===== src/verilog/dam_cfg.svh =====
// constants for the drive alarm manager
`ifndef DAM_CFG_SVH
`define DAM_CFG_SVH
// clock period and one millisecond, in ns
`define DAM_CLK_NS 32'h0000_0019
`define DAM_MS_NS 32'h000F_4240
// reset indication time, 2000 ms
`define DAM_SHOW_MS 12'h07D0
// cycles after reset before the power-up check
`define DAM_START_CYC 2'h3
// history depth and last index
`define DAM_HIST_DEPTH 9
`define DAM_HIST_LAST 4'h8
// alarm codes
`define DAM_CODE_NONE 8'h00
`define DAM_CODE_UV 8'h25
`define DAM_CODE_SENS 8'h28
`define DAM_CODE_OVL 8'h30
`define DAM_CODE_OVS 8'h31
`define DAM_CODE_NVM 8'h41
`define DAM_CODE_SENSPU 8'h42
`define DAM_CODE_LOCK 8'h46
`define DAM_CODE_EXT 8'h6E
`endif


===== src/verilog/dam_pkg.sv =====
// types for the drive alarm manager
package dam_pkg;
   // pins from sensors, switch and control terminals
   typedef struct packed {
      logic supplyLow;
      logic sensorLost;
      logic loadOverCont;
      logic loadOverLimit;
      logic overspeed;
      logic nvmFault;
      logic runSwitch;
      logic forwardRunInput;
      logic reverseRunInput;
      logic externalFaultInput;
      logic faultClearInput;
      logic panelClear;
      logic panelHistClear;
      logic motorStopped;
   } dam_pin_type;
   // configuration parameters
   typedef struct packed {
      logic extOpEnable;
      logic lockoutEnable;
      logic extStopAssigned;
      logic clearInputAssigned;
      logic lockoutAltClear;
      logic [15:0] overloadMs;
   } dam_cfg_type;
   // status toward the drive and display
   typedef struct packed {
      logic driveEnable;
      logic holdEnable;
      logic quickStop;
      logic alarmActive;
      logic [7:0] alarmCode;
      logic resetShow;
      logic histBlink;
   } dam_out_type;
   typedef enum logic [1:0] {PH_START, PH_CHECK, PH_RUN} dam_phase_type;
   typedef struct packed {
      dam_phase_type phase;
      logic [1:0] startCnt;
      dam_pin_type sy1;
      dam_pin_type sy2;
      dam_pin_type sy3;
      logic alarm;
      logic [7:0] code;
      logic armed;
      logic [15:0] olMs;
      logic [15:0] tickCnt;
      logic show;
      logic [11:0] showMs;
      logic erase;
      logic [3:0] eraseIdx;
   } dam_state_type;
   typedef struct packed {
      logic [8:0][7:0] slot;
      logic [7:0] rd;
   } dam_hist_type;
endpackage : dam_pkg


===== src/verilog/dam_alarm_manager.sv =====
// alarm latch, clear handling and display state for the drive
`include "dam_cfg.svh"
module dam_alarm_manager #(
   parameter int unsigned MS_CYC = `DAM_MS_NS / `DAM_CLK_NS
) (
   // clock, reset, enable
   input wire logic ref_clk,
   input wire logic reset_n,
   input wire logic ce,
   // asynchronous pins
   input wire dam_pkg::dam_pin_type pins,
   // configuration
   input wire dam_pkg::dam_cfg_type cfg,
   // history read
   input wire logic [3:0] histIdx,
   output logic [7:0] histCode,
   // status
   output dam_pkg::dam_out_type st
);
   dam_pkg::dam_state_type s_r;
   dam_pkg::dam_state_type s_nxt;
   logic tick;
   logic runCmd;
   logic clrFall;
   logic swFall;
   logic runFall;
   logic extFell;
   logic olExp;
   logic inClr;
   logic panelAcc;
   logic lockClr;
   logic doClr;
   logic push;
   logic [7:0] newCode;

   // codes that only a power cycle removes
   function automatic logic clearable(input logic [7:0] c);
      clearable = (c != `DAM_CODE_NVM) && (c != `DAM_CODE_SENSPU);
   endfunction : clearable

   // falling edge between two synchronised samples
   function automatic logic fell(input logic prev, input logic cur);
      fell = prev && !cur;
   endfunction : fell

   // alarms during operation, in priority order
   function automatic logic [7:0] runPick(input dam_pkg::dam_pin_type p,
         input logic ol, input logic ext);
      if (p.nvmFault) runPick = `DAM_CODE_NVM;
      else if (p.supplyLow) runPick = `DAM_CODE_UV;
      else if (p.sensorLost) runPick = `DAM_CODE_SENS;
      else if (p.overspeed) runPick = `DAM_CODE_OVS;
      else if (ol) runPick = `DAM_CODE_OVL;
      else if (ext) runPick = `DAM_CODE_EXT;
      else runPick = `DAM_CODE_NONE;
   endfunction : runPick

   // one-shot checks at power-up
   function automatic logic [7:0] upPick(input dam_pkg::dam_pin_type p,
         input dam_pkg::dam_cfg_type c);
      logic lock;
      lock = c.extOpEnable ? (p.forwardRunInput || p.reverseRunInput) :
         p.runSwitch;
      if (p.nvmFault) upPick = `DAM_CODE_NVM;
      else if (p.sensorLost) upPick = `DAM_CODE_SENSPU;
      else if (lock && c.lockoutEnable) upPick = `DAM_CODE_LOCK;
      else if (p.supplyLow) upPick = `DAM_CODE_UV;
      else upPick = `DAM_CODE_NONE;
   endfunction : upPick

   // edges and conditions from synchronised pins
   always_comb begin
      tick = s_r.tickCnt == 16'(MS_CYC - 1);
      runCmd = s_r.sy2.forwardRunInput || s_r.sy2.reverseRunInput;
      clrFall = fell(s_r.sy3.faultClearInput, s_r.sy2.faultClearInput);
      swFall = fell(s_r.sy3.runSwitch, s_r.sy2.runSwitch);
      runFall = fell(s_r.sy3.forwardRunInput || s_r.sy3.reverseRunInput,
         runCmd);
      extFell = cfg.extStopAssigned && fell(s_r.sy3.externalFaultInput,
         s_r.sy2.externalFaultInput);
      olExp = s_r.sy2.loadOverLimit || (s_r.sy2.loadOverCont &&
         s_r.olMs > cfg.overloadMs);
   end

   // which clear requests are honoured
   always_comb begin
      inClr = cfg.clearInputAssigned && clrFall && !runCmd &&
         clearable(s_r.code);
      panelAcc = s_r.armed && s_r.sy2.panelClear &&
         !s_r.sy3.panelClear && clearable(s_r.code);
      lockClr = (s_r.code == `DAM_CODE_LOCK) && (swFall ||
         (cfg.lockoutAltClear && runFall));
      doClr = s_r.alarm && (inClr || panelAcc || lockClr);
      case (s_r.phase)
         dam_pkg::PH_CHECK: newCode = upPick(s_r.sy2, cfg);
         dam_pkg::PH_RUN: newCode = runPick(s_r.sy2, olExp, extFell);
         default: newCode = `DAM_CODE_NONE;
      endcase
      push = (!s_r.alarm || doClr) && (newCode != `DAM_CODE_NONE);
   end

   // next state
   always_comb begin
      s_nxt = s_r;
      // pin synchronisers and edge history
      s_nxt.sy1 = pins;
      s_nxt.sy2 = s_r.sy1;
      s_nxt.sy3 = s_r.sy2;
      // millisecond tick
      s_nxt.tickCnt = tick ? 16'h0000 : s_r.tickCnt + 16'h0001;
      // power-up sequence
      case (s_r.phase)
         dam_pkg::PH_START: begin
            s_nxt.startCnt = s_r.startCnt + 2'h1;
            if (s_r.startCnt == `DAM_START_CYC) begin
               s_nxt.phase = dam_pkg::PH_CHECK;
            end
         end
         dam_pkg::PH_CHECK: s_nxt.phase = dam_pkg::PH_RUN;
         dam_pkg::PH_RUN: s_nxt.phase = dam_pkg::PH_RUN;
         default: s_nxt.phase = dam_pkg::PH_START;
      endcase
      // overload time accumulates in milliseconds, saturating
      if (!s_r.sy2.loadOverCont) begin
         s_nxt.olMs = 16'h0000;
      end else if (tick && s_r.olMs != 16'hFFFF) begin
         s_nxt.olMs = s_r.olMs + 16'h0001;
      end
      // panel clear arms on switch run to standby
      if (s_r.alarm && swFall) begin
         s_nxt.armed = 1'b1;
      end
      // clear first, then a new alarm wins the same cycle
      if (doClr) begin
         s_nxt.alarm = 1'b0;
         s_nxt.code = `DAM_CODE_NONE;
         s_nxt.armed = 1'b0;
         s_nxt.olMs = 16'h0000;
         s_nxt.show = 1'b1;
         s_nxt.showMs = 12'h000;
      end
      if (push) begin
         s_nxt.alarm = 1'b1;
         s_nxt.code = newCode;
         s_nxt.armed = 1'b0;
         s_nxt.show = 1'b0;
      end
      // reset indication lasts two seconds
      if (s_r.show && tick && !doClr) begin
         s_nxt.showMs = s_r.showMs + 12'h001;
         if (s_r.showMs == `DAM_SHOW_MS - 12'h001) begin
            s_nxt.show = 1'b0;
         end
      end
      // history erase walks all slots
      if (s_r.erase) begin
         s_nxt.eraseIdx = s_r.eraseIdx + 4'h1;
         if (s_r.eraseIdx == `DAM_HIST_LAST) begin
            s_nxt.erase = 1'b0;
         end
      end else if (s_r.sy2.panelHistClear && !s_r.sy3.panelHistClear) begin
         s_nxt.erase = 1'b1;
         s_nxt.eraseIdx = 4'h0;
      end
   end

   // state register
   always_ff @(posedge ref_clk or negedge reset_n) begin
      if (!reset_n) begin
         s_r <= '0;
      end else if (ce) begin
         s_r <= s_nxt;
      end
   end

   // outputs to drive and display
   always_comb begin
      st.alarmActive = s_r.alarm;
      st.alarmCode = s_r.code;
      st.driveEnable = (s_r.phase == dam_pkg::PH_RUN) && !s_r.alarm;
      st.quickStop = s_r.alarm && (s_r.code == `DAM_CODE_EXT) &&
         !s_r.sy2.motorStopped;
      st.holdEnable = !s_r.alarm || st.quickStop;
      st.resetShow = s_r.show;
      st.histBlink = s_r.erase;
   end

   // alarm history store
   dam_history u_hist (
      .ref_clk(ref_clk),
      .reset_n(reset_n),
      .ce(ce),
      .push(push),
      .pushCode(newCode),
      .wipe(s_r.erase),
      .wipeIdx(s_r.eraseIdx),
      .rdIdx(histIdx),
      .rdCode(histCode)
   );
endmodule : dam_alarm_manager


===== src/verilog/dam_history.sv =====
// nine-entry alarm history, newest first
`include "dam_cfg.svh"
module dam_history (
   // clock and reset
   input wire logic ref_clk,
   input wire logic reset_n,
   input wire logic ce,
   // new entry
   input wire logic push,
   input wire logic [7:0] pushCode,
   // erase one slot
   input wire logic wipe,
   input wire logic [3:0] wipeIdx,
   // read port
   input wire logic [3:0] rdIdx,
   output logic [7:0] rdCode
);
   dam_pkg::dam_hist_type h_r;
   dam_pkg::dam_hist_type h_nxt;

   // shift in newest, oldest falls off the end
   always_comb begin
      h_nxt = h_r;
      if (push) begin
         for (int i = `DAM_HIST_DEPTH - 1; i > 0; i--) begin
            h_nxt.slot[i] = h_r.slot[i - 1];
         end
         h_nxt.slot[0] = pushCode;
      end
      if (wipe && wipeIdx <= `DAM_HIST_LAST) begin
         h_nxt.slot[wipeIdx] = `DAM_CODE_NONE;
      end
      h_nxt.rd = (rdIdx <= `DAM_HIST_LAST) ? h_r.slot[rdIdx] :
         `DAM_CODE_NONE;
   end

   // state register
   always_ff @(posedge ref_clk or negedge reset_n) begin
      if (!reset_n) begin
         h_r <= '0;
      end else if (ce) begin
         h_r <= h_nxt;
      end
   end

   assign rdCode = h_r.rd;
endmodule : dam_history


===== config.mk =====
export PLATFORM = sky130hd
export DESIGN_NAME = dam_alarm_manager
export DESIGN_NICKNAME = d
export VERILOG_FILES = /design/src/verilog/dam_pkg.sv /design/src/verilog/dam_alarm_manager.sv /design/src/verilog/dam_history.sv
export VERILOG_INCLUDE_DIRS = /design/src /design/src/verilog
export SDC_FILE = /design/constraint.sdc
export NUM_CORES = 1
export LEC_CHECK = 0
export BUFFER_PORTS_ARGS = -buffer_cell sky130_fd_sc_hd__buf_2
export CORE_ASPECT_RATIO = 0.75
export CORE_MARGIN = 1
export CORE_UTILIZATION = 35
export CTS_CLUSTER_DIAMETER = 120
export DETAILED_ROUTE_END_ITERATION = 10
export PLACE_DENSITY = 0.59
export SLEW_MARGIN = 20
export SYNTH_ARGS = -nofsm -noshare
export SYNTH_HDL_FRONTEND = slang
export SYNTH_SLANG_ARGS = --single-unit

===== constraint.sdc =====
create_clock -name ref_clk -period 7.5 [get_ports ref_clk]
set_input_delay 1.5 -clock ref_clk [delete_from_list [all_inputs] [get_ports ref_clk]]
set_output_delay 1.5 -clock ref_clk [all_outputs]
set_load 0.05 [all_outputs]

# == Yosys cells after proc, flatten, opt, wreduce, memory -nomap -nowiden ==
# Index checks and enable logic that the tools add are counted.
# op_classes
n_addsub,5
n_lt_le_gt_ge,6
n_eq_ne,13
mux,34
bitwise,2
n_reduce_logical,59
# ops
op,n
$mux 72,2
$and 72x72->72,1
$not 72->72,1
$mux 7,9
$mux 16,3
$add 16x1->16 const B,2
$bmux 8 s4,1
$demux 8 s4,1
$logic_and 1x1->1,28
$mux 13,2
$mux 26,1
$mux 8,3
$eq 16x16->1 const B,1
$eq 8x7->1 const B,2
$gt 16x16->1,1
$ne 16x16->1 const B,1
$ne 8x7->1 const B,2
$pmux 8 s2,1
$reduce_and 2->1,7
$add 12x1->12 const B,1
$eq 12x11->1 const B,1
$lt 4x5->1 const B,2
$mux 10,1
$mux 5,2
other kinds (20),43
# word_totals
reg_bits,179
in_bits,42
output_inout_bits,22
elab_cells,175

# == Longest topological paths before layout ==
# logic_depth
ltp_word,15
depth_mapped,13
depth_no_buf,9

# == Cells and area by module ==
# Synthesis repeated with hierarchy kept, for this count alone.
# hier_totals
hier_cells,922
hier_area_um2,9280.2
# by_module_without_submodules
module,n_inst,cells_each,area_each_um2,seq_area_each_um2
dam_alarm_manager,1,531,5400.2,2452.4
dam_history,1,391,3880.0,2001.9

# == Least setup slack after synthesis ==
# Ideal clock, no wire load.
# synth_timing
path_kind,flip-flop to output port
startpoint,"register s_r, in the netlist st[10]"
endpoint,output st[12] (netlist bit)
t_arrival_ps,2833
t_required_ps,6000
slack_ps,3167
stages_incl_launch_ff,5
path_cell_list,dfrtp_1 -> buf_1 -> nand2_1 -> nor4_1 -> nand2b_1
# synth_lines
item,line,source
"start, declared",dam_alarm_manager.sv:20,dam_pkg::dam_state_type s_r;
"start signal, assigned",dam_alarm_manager.sv:172,s_r <= s_nxt;
"end, declared",dam_alarm_manager.sv:18,output dam_pkg::dam_out_type st

# == Final worst setup path ==
# layout_timing
startpoint,input cfg[15] (netlist bit)
endpoint,register u_hist.h_r[10] (netlist bit)
# layout_via
elab_chain_cells,14
# layout_lines
item,line,source
"start, declared",dam_alarm_manager.sv:13,"input wire dam_pkg::dam_cfg_type cfg,"
$gt 16x16->1 (*),dam_alarm_manager.sv:82,s_r.olMs > cfg.overloadMs);
$logic_and 1x1->1 (*),dam_alarm_manager.sv:81,olExp = s_r.sy2.loadOverLimit || (s_r.sy2.loadOverCont &&
$logic_or 1x1->1 (*),dam_alarm_manager.sv:81,
$mux 7 (*),dam_alarm_manager.sv:53,else if (ol) runPick = `DAM_CODE_OVL;
$mux 7 (*),dam_alarm_manager.sv:52,else if (p.overspeed) runPick = `DAM_CODE_OVS;
$mux 7 (*),dam_alarm_manager.sv:51,else if (p.sensorLost) runPick = `DAM_CODE_SENS;
$mux 7 (*),dam_alarm_manager.sv:50,else if (p.supplyLow) runPick = `DAM_CODE_UV;
$mux 7 (*),dam_alarm_manager.sv:49,if (p.nvmFault) runPick = `DAM_CODE_NVM;
$pmux 8 s2 (*),dam_alarm_manager.sv:94,case (s_r.phase)
$reduce_bool 8->1 (no source line),-,
$logic_and 1x1->1,dam_alarm_manager.sv:99,push = (!s_r.alarm || doClr) && (newCode != `DAM_CODE_NONE);
$mux 72 (*),dam_history.sv:24,if (push) begin
$and 72x72->72 (no source line),-,
$mux 72 (*),dam_history.sv:30,if (wipe && wipeIdx <= `DAM_HIST_LAST) begin
"end signal, assigned",dam_history.sv:42,h_r <= h_nxt;
"end, declared",dam_history.sv:18,dam_pkg::dam_hist_type h_r;
# Every way passes the cells marked *; elsewhere a longest branch is shown, timed or not.
# A chain may end at the register's enable or synchronous reset.

==> flow_summary.json <==
{
  "run_status": "complete, no violations",
  "core_area_um2": 28200,
  "port_buffers": 62,
  "drt-total-wl_um": 25300,
  "drive_gt1_frac": 0.166,
  "post-place-ws_ns": 2.66,
  "critPathLaunchType": "input port",
  "cp.required_ns": 7.82,
  "rows": 53,
  "clk_pin_slew_ns": 0.06,
  "muxShareOfSynthArea": 0.0876,
  "place_inst": 1408,
  "drc": 0,
  "die_x_um": 199,
  "vias": 8040,
  "fin_crit_ns": 4.41,
  "hold_path.class": "flip-flop to flip-flop",
  "slew_headroom": 0.397,
  "post_drt_wl_per_cell_um": 17.6,
  "instances_no_fill": 1438,
  "clk-insertion-delay-late_ns": 0.44,
  "rsz0062_at_grt": "no",
  "ys_types": 63,
  "r2r_cells": 9,
  "fin_nets": 1111,
  "finalSetupViolations": 0,
  "grt_max_degree": 87,
  "cts.repair.resized": 0,
  "syn_nets": 1110,
  "regArea_um2": 4450,
  "maxSlewViolCount": 0,
  "grt_pass1_vias": 7706,
  "synth_xor_area_frac": 0.0268,
  "final_hold_viol_count": 0,
  "end_kind": "flip-flop",
  "fin_ws_ns": 3.09,
  "synth_area_leaders": "dfrtp_1 (44%), nand2_1 (6.8%), o2111ai_1 (5.7%)",
  "synthSimpleGateAreaFrac": 0.164,
  "synthArstFlopShare": 1.00,
  "yosysMostFrequentCell": "nand2_1",
  "syn_area_um2": 10100,
  "clock_path_buffers": 2,
  "critical_path_arrival_ns": 4.73,
  "first_pass_iters": 5,
  "synth_edf_count": 0,
  "pwr_density_cell_nw_per_um2": 302,
  "place_hpwl_um": 16100,
  "root_buffer": "clkbuf_16",
  "ys_ff_latch": 178,
  "ios": 64,
  "grt_use_total": 0.181,
  "multiInputGateArea_um2": 5110,
  "avgSynthCellArea_um2": 9.74,
  "antenna_left": 0,
  "via_per_inst": 5.59,
  "htreeDepth": 4,
  "antenna_found_initial": 0,
  "tightest_slew_ns": 0.904,
  "hold_depth": 1,
  "cts_tree": "yes",
  "postSynthCellCount": 1041,
  "maxCapViolations": 0,
  "r2r_slack_ns": 3.77,
  "criticalPathCategory": "input port to flip-flop",
  "fmax_mhz": 227,
  "cts_setup_buffers": 0,
  "overflow": 0,
  "grt_pass1_wl_um": 42400,
  "synth.top_cell.area_share": 0.439,
  "cts_buffers": 17,
  "p_leak_nw": 4.59,
  "start_util": 0.359,
  "antenna_cells": 0,
  "synth_compound_area_frac": 0.189,
  "path_max_fanout": 36,
  "tns_ns": 0,
  "postCtsHoldBufs": 0,
  "nFillCells": 2780,
  "peakVddDrop_uv": 177,
  "ys_top_cells_by_count": "nand2_1 (184), dfrtp_1 (178), o211ai_1 (70)",
  "ys_seq_area_frac": 0.439,
  "die_h_um": 149,
  "total_power_mw": 3.37,
  "area_growth_pct": 10.2,
  "cts.sinks": 178,
  "final_util": 0.395,
  "design.die.area_um2": 29700,
  "synthAdderAreaFrac": 0.0333,
  "period_share": 0.588,
  "synth_top_family_by_area": "compound AO/OA/AOI/OAI gates",
  "synth_largest_area_cell": "dfrtp_1",
  "globalplace.congestion": 0.816,
  "drtIter0Drc": 850,
  "skew_ns": 0.0147,
  "yosys_warnings": 0,
  "ys.flop_type": "dfrtp_1"
}
-- routing by layer --
metal  wire [µm]  global-route usage  vias up
li1            -                   -     3841
met1       13100               0.278     3993
met2       10800               0.254      189
met3        1170              0.0375       17
met4         233              0.0485        0
met5           0                   0        -
-- path summary, 6_finish.rpt --
kind                             endpoint     from
setup / recovery           u_hist.h_r[10]  cfg[15]
hold / removal                    s_r[16]  s_r[16]
setup reg to reg           u_hist.h_r[10]  s_r[47]
hold reg to reg                   s_r[16]  s_r[16]
max in group asynchronous          s_r[6]  reset_n
min in group asynchronous  u_hist.h_r[20]  reset_n
-- area by class of cell --
class                   instances  area share
inverters                      32      0.0108
clock inverters                 8      0.0113
flip-flops and latches        178       0.399
well taps                     385      0.0431
clock buffers                  22      0.0415
multi-input cells             739       0.458
repair buffers                 74      0.0368
-- metrics by stage --
step | area [µm²] | hold WS [ns]
floorplan | 10100 | 0.449
CTS | 11200 | 0.484
detailed placement | 10600 | 0.478
global placement | 10600 | 0.470
finish | 11200 | 0.479
global route | 11200 | 0.498
-- kinds of logic (layout without fill, tap and decap cells) --
kind of cell             after synthesis  in the layout
XOR/XNOR                              31             31
AND/OR/NAND/NOR                      362            362
other                                  1              1
buffers and inverters                124            136
AO/OA/AOI/OAI                        254            254
flip-flops                           178            178
adder cells (fa/ha/maj)               27             27
multiplexers                          64             64
-- sequential cells by signal, indices dropped and copies added, names as in the netlist --
register       count
s_nxt             28
s_r               60
u_hist.rdCode      8
u_hist.h_r        72
st                10
-- critical path, stage by stage --
cell and delay [ns]:
buf_2 0.08, inv_1 0.03, ha_1 0.32, a2111oi_0 0.39, o221ai_1 0.19, a211oi_1 0.38, a21o_1 0.34, a21o_2 0.67
buf_4 0.50, o31ai_1 0.14, a21o_1 0.17
-- where the power goes --
group          leakage (nW)  switching, mW  internal [mW]
combinational          1.99          0.748          0.343
clock                 0.291          0.384          0.541
sequential             2.30          0.216           1.14
-- cells in the final DEF, fill, tap and decap left out, types with 4 or more instances in the layout --
master and instances:
mux2_2 38, o2111ai_1 66, nand3_1 24, or4_1 6, mux2i_1 10, and3_1 6
inv_1 31, o211ai_1 70, clkbuf_16 17, nand2_1 184, nor3_1 10, nor4_1 5
nor2_2 5, xor2_1 15, mux4_2 16, buf_4 13, a21o_1 6, nor2b_1 6
a32o_1 5, dfrtp_1 178, nor2_1 62, o21ai_0 19, and2_1 4, ha_1 27
nand4_1 20, or3_1 5, nand2b_1 5, a21oi_1 37, xnor2_1 16, a22o_1 7
buf_2 60, o31ai_1 7
No activity file was read; power rests on OpenSTA's default activity.
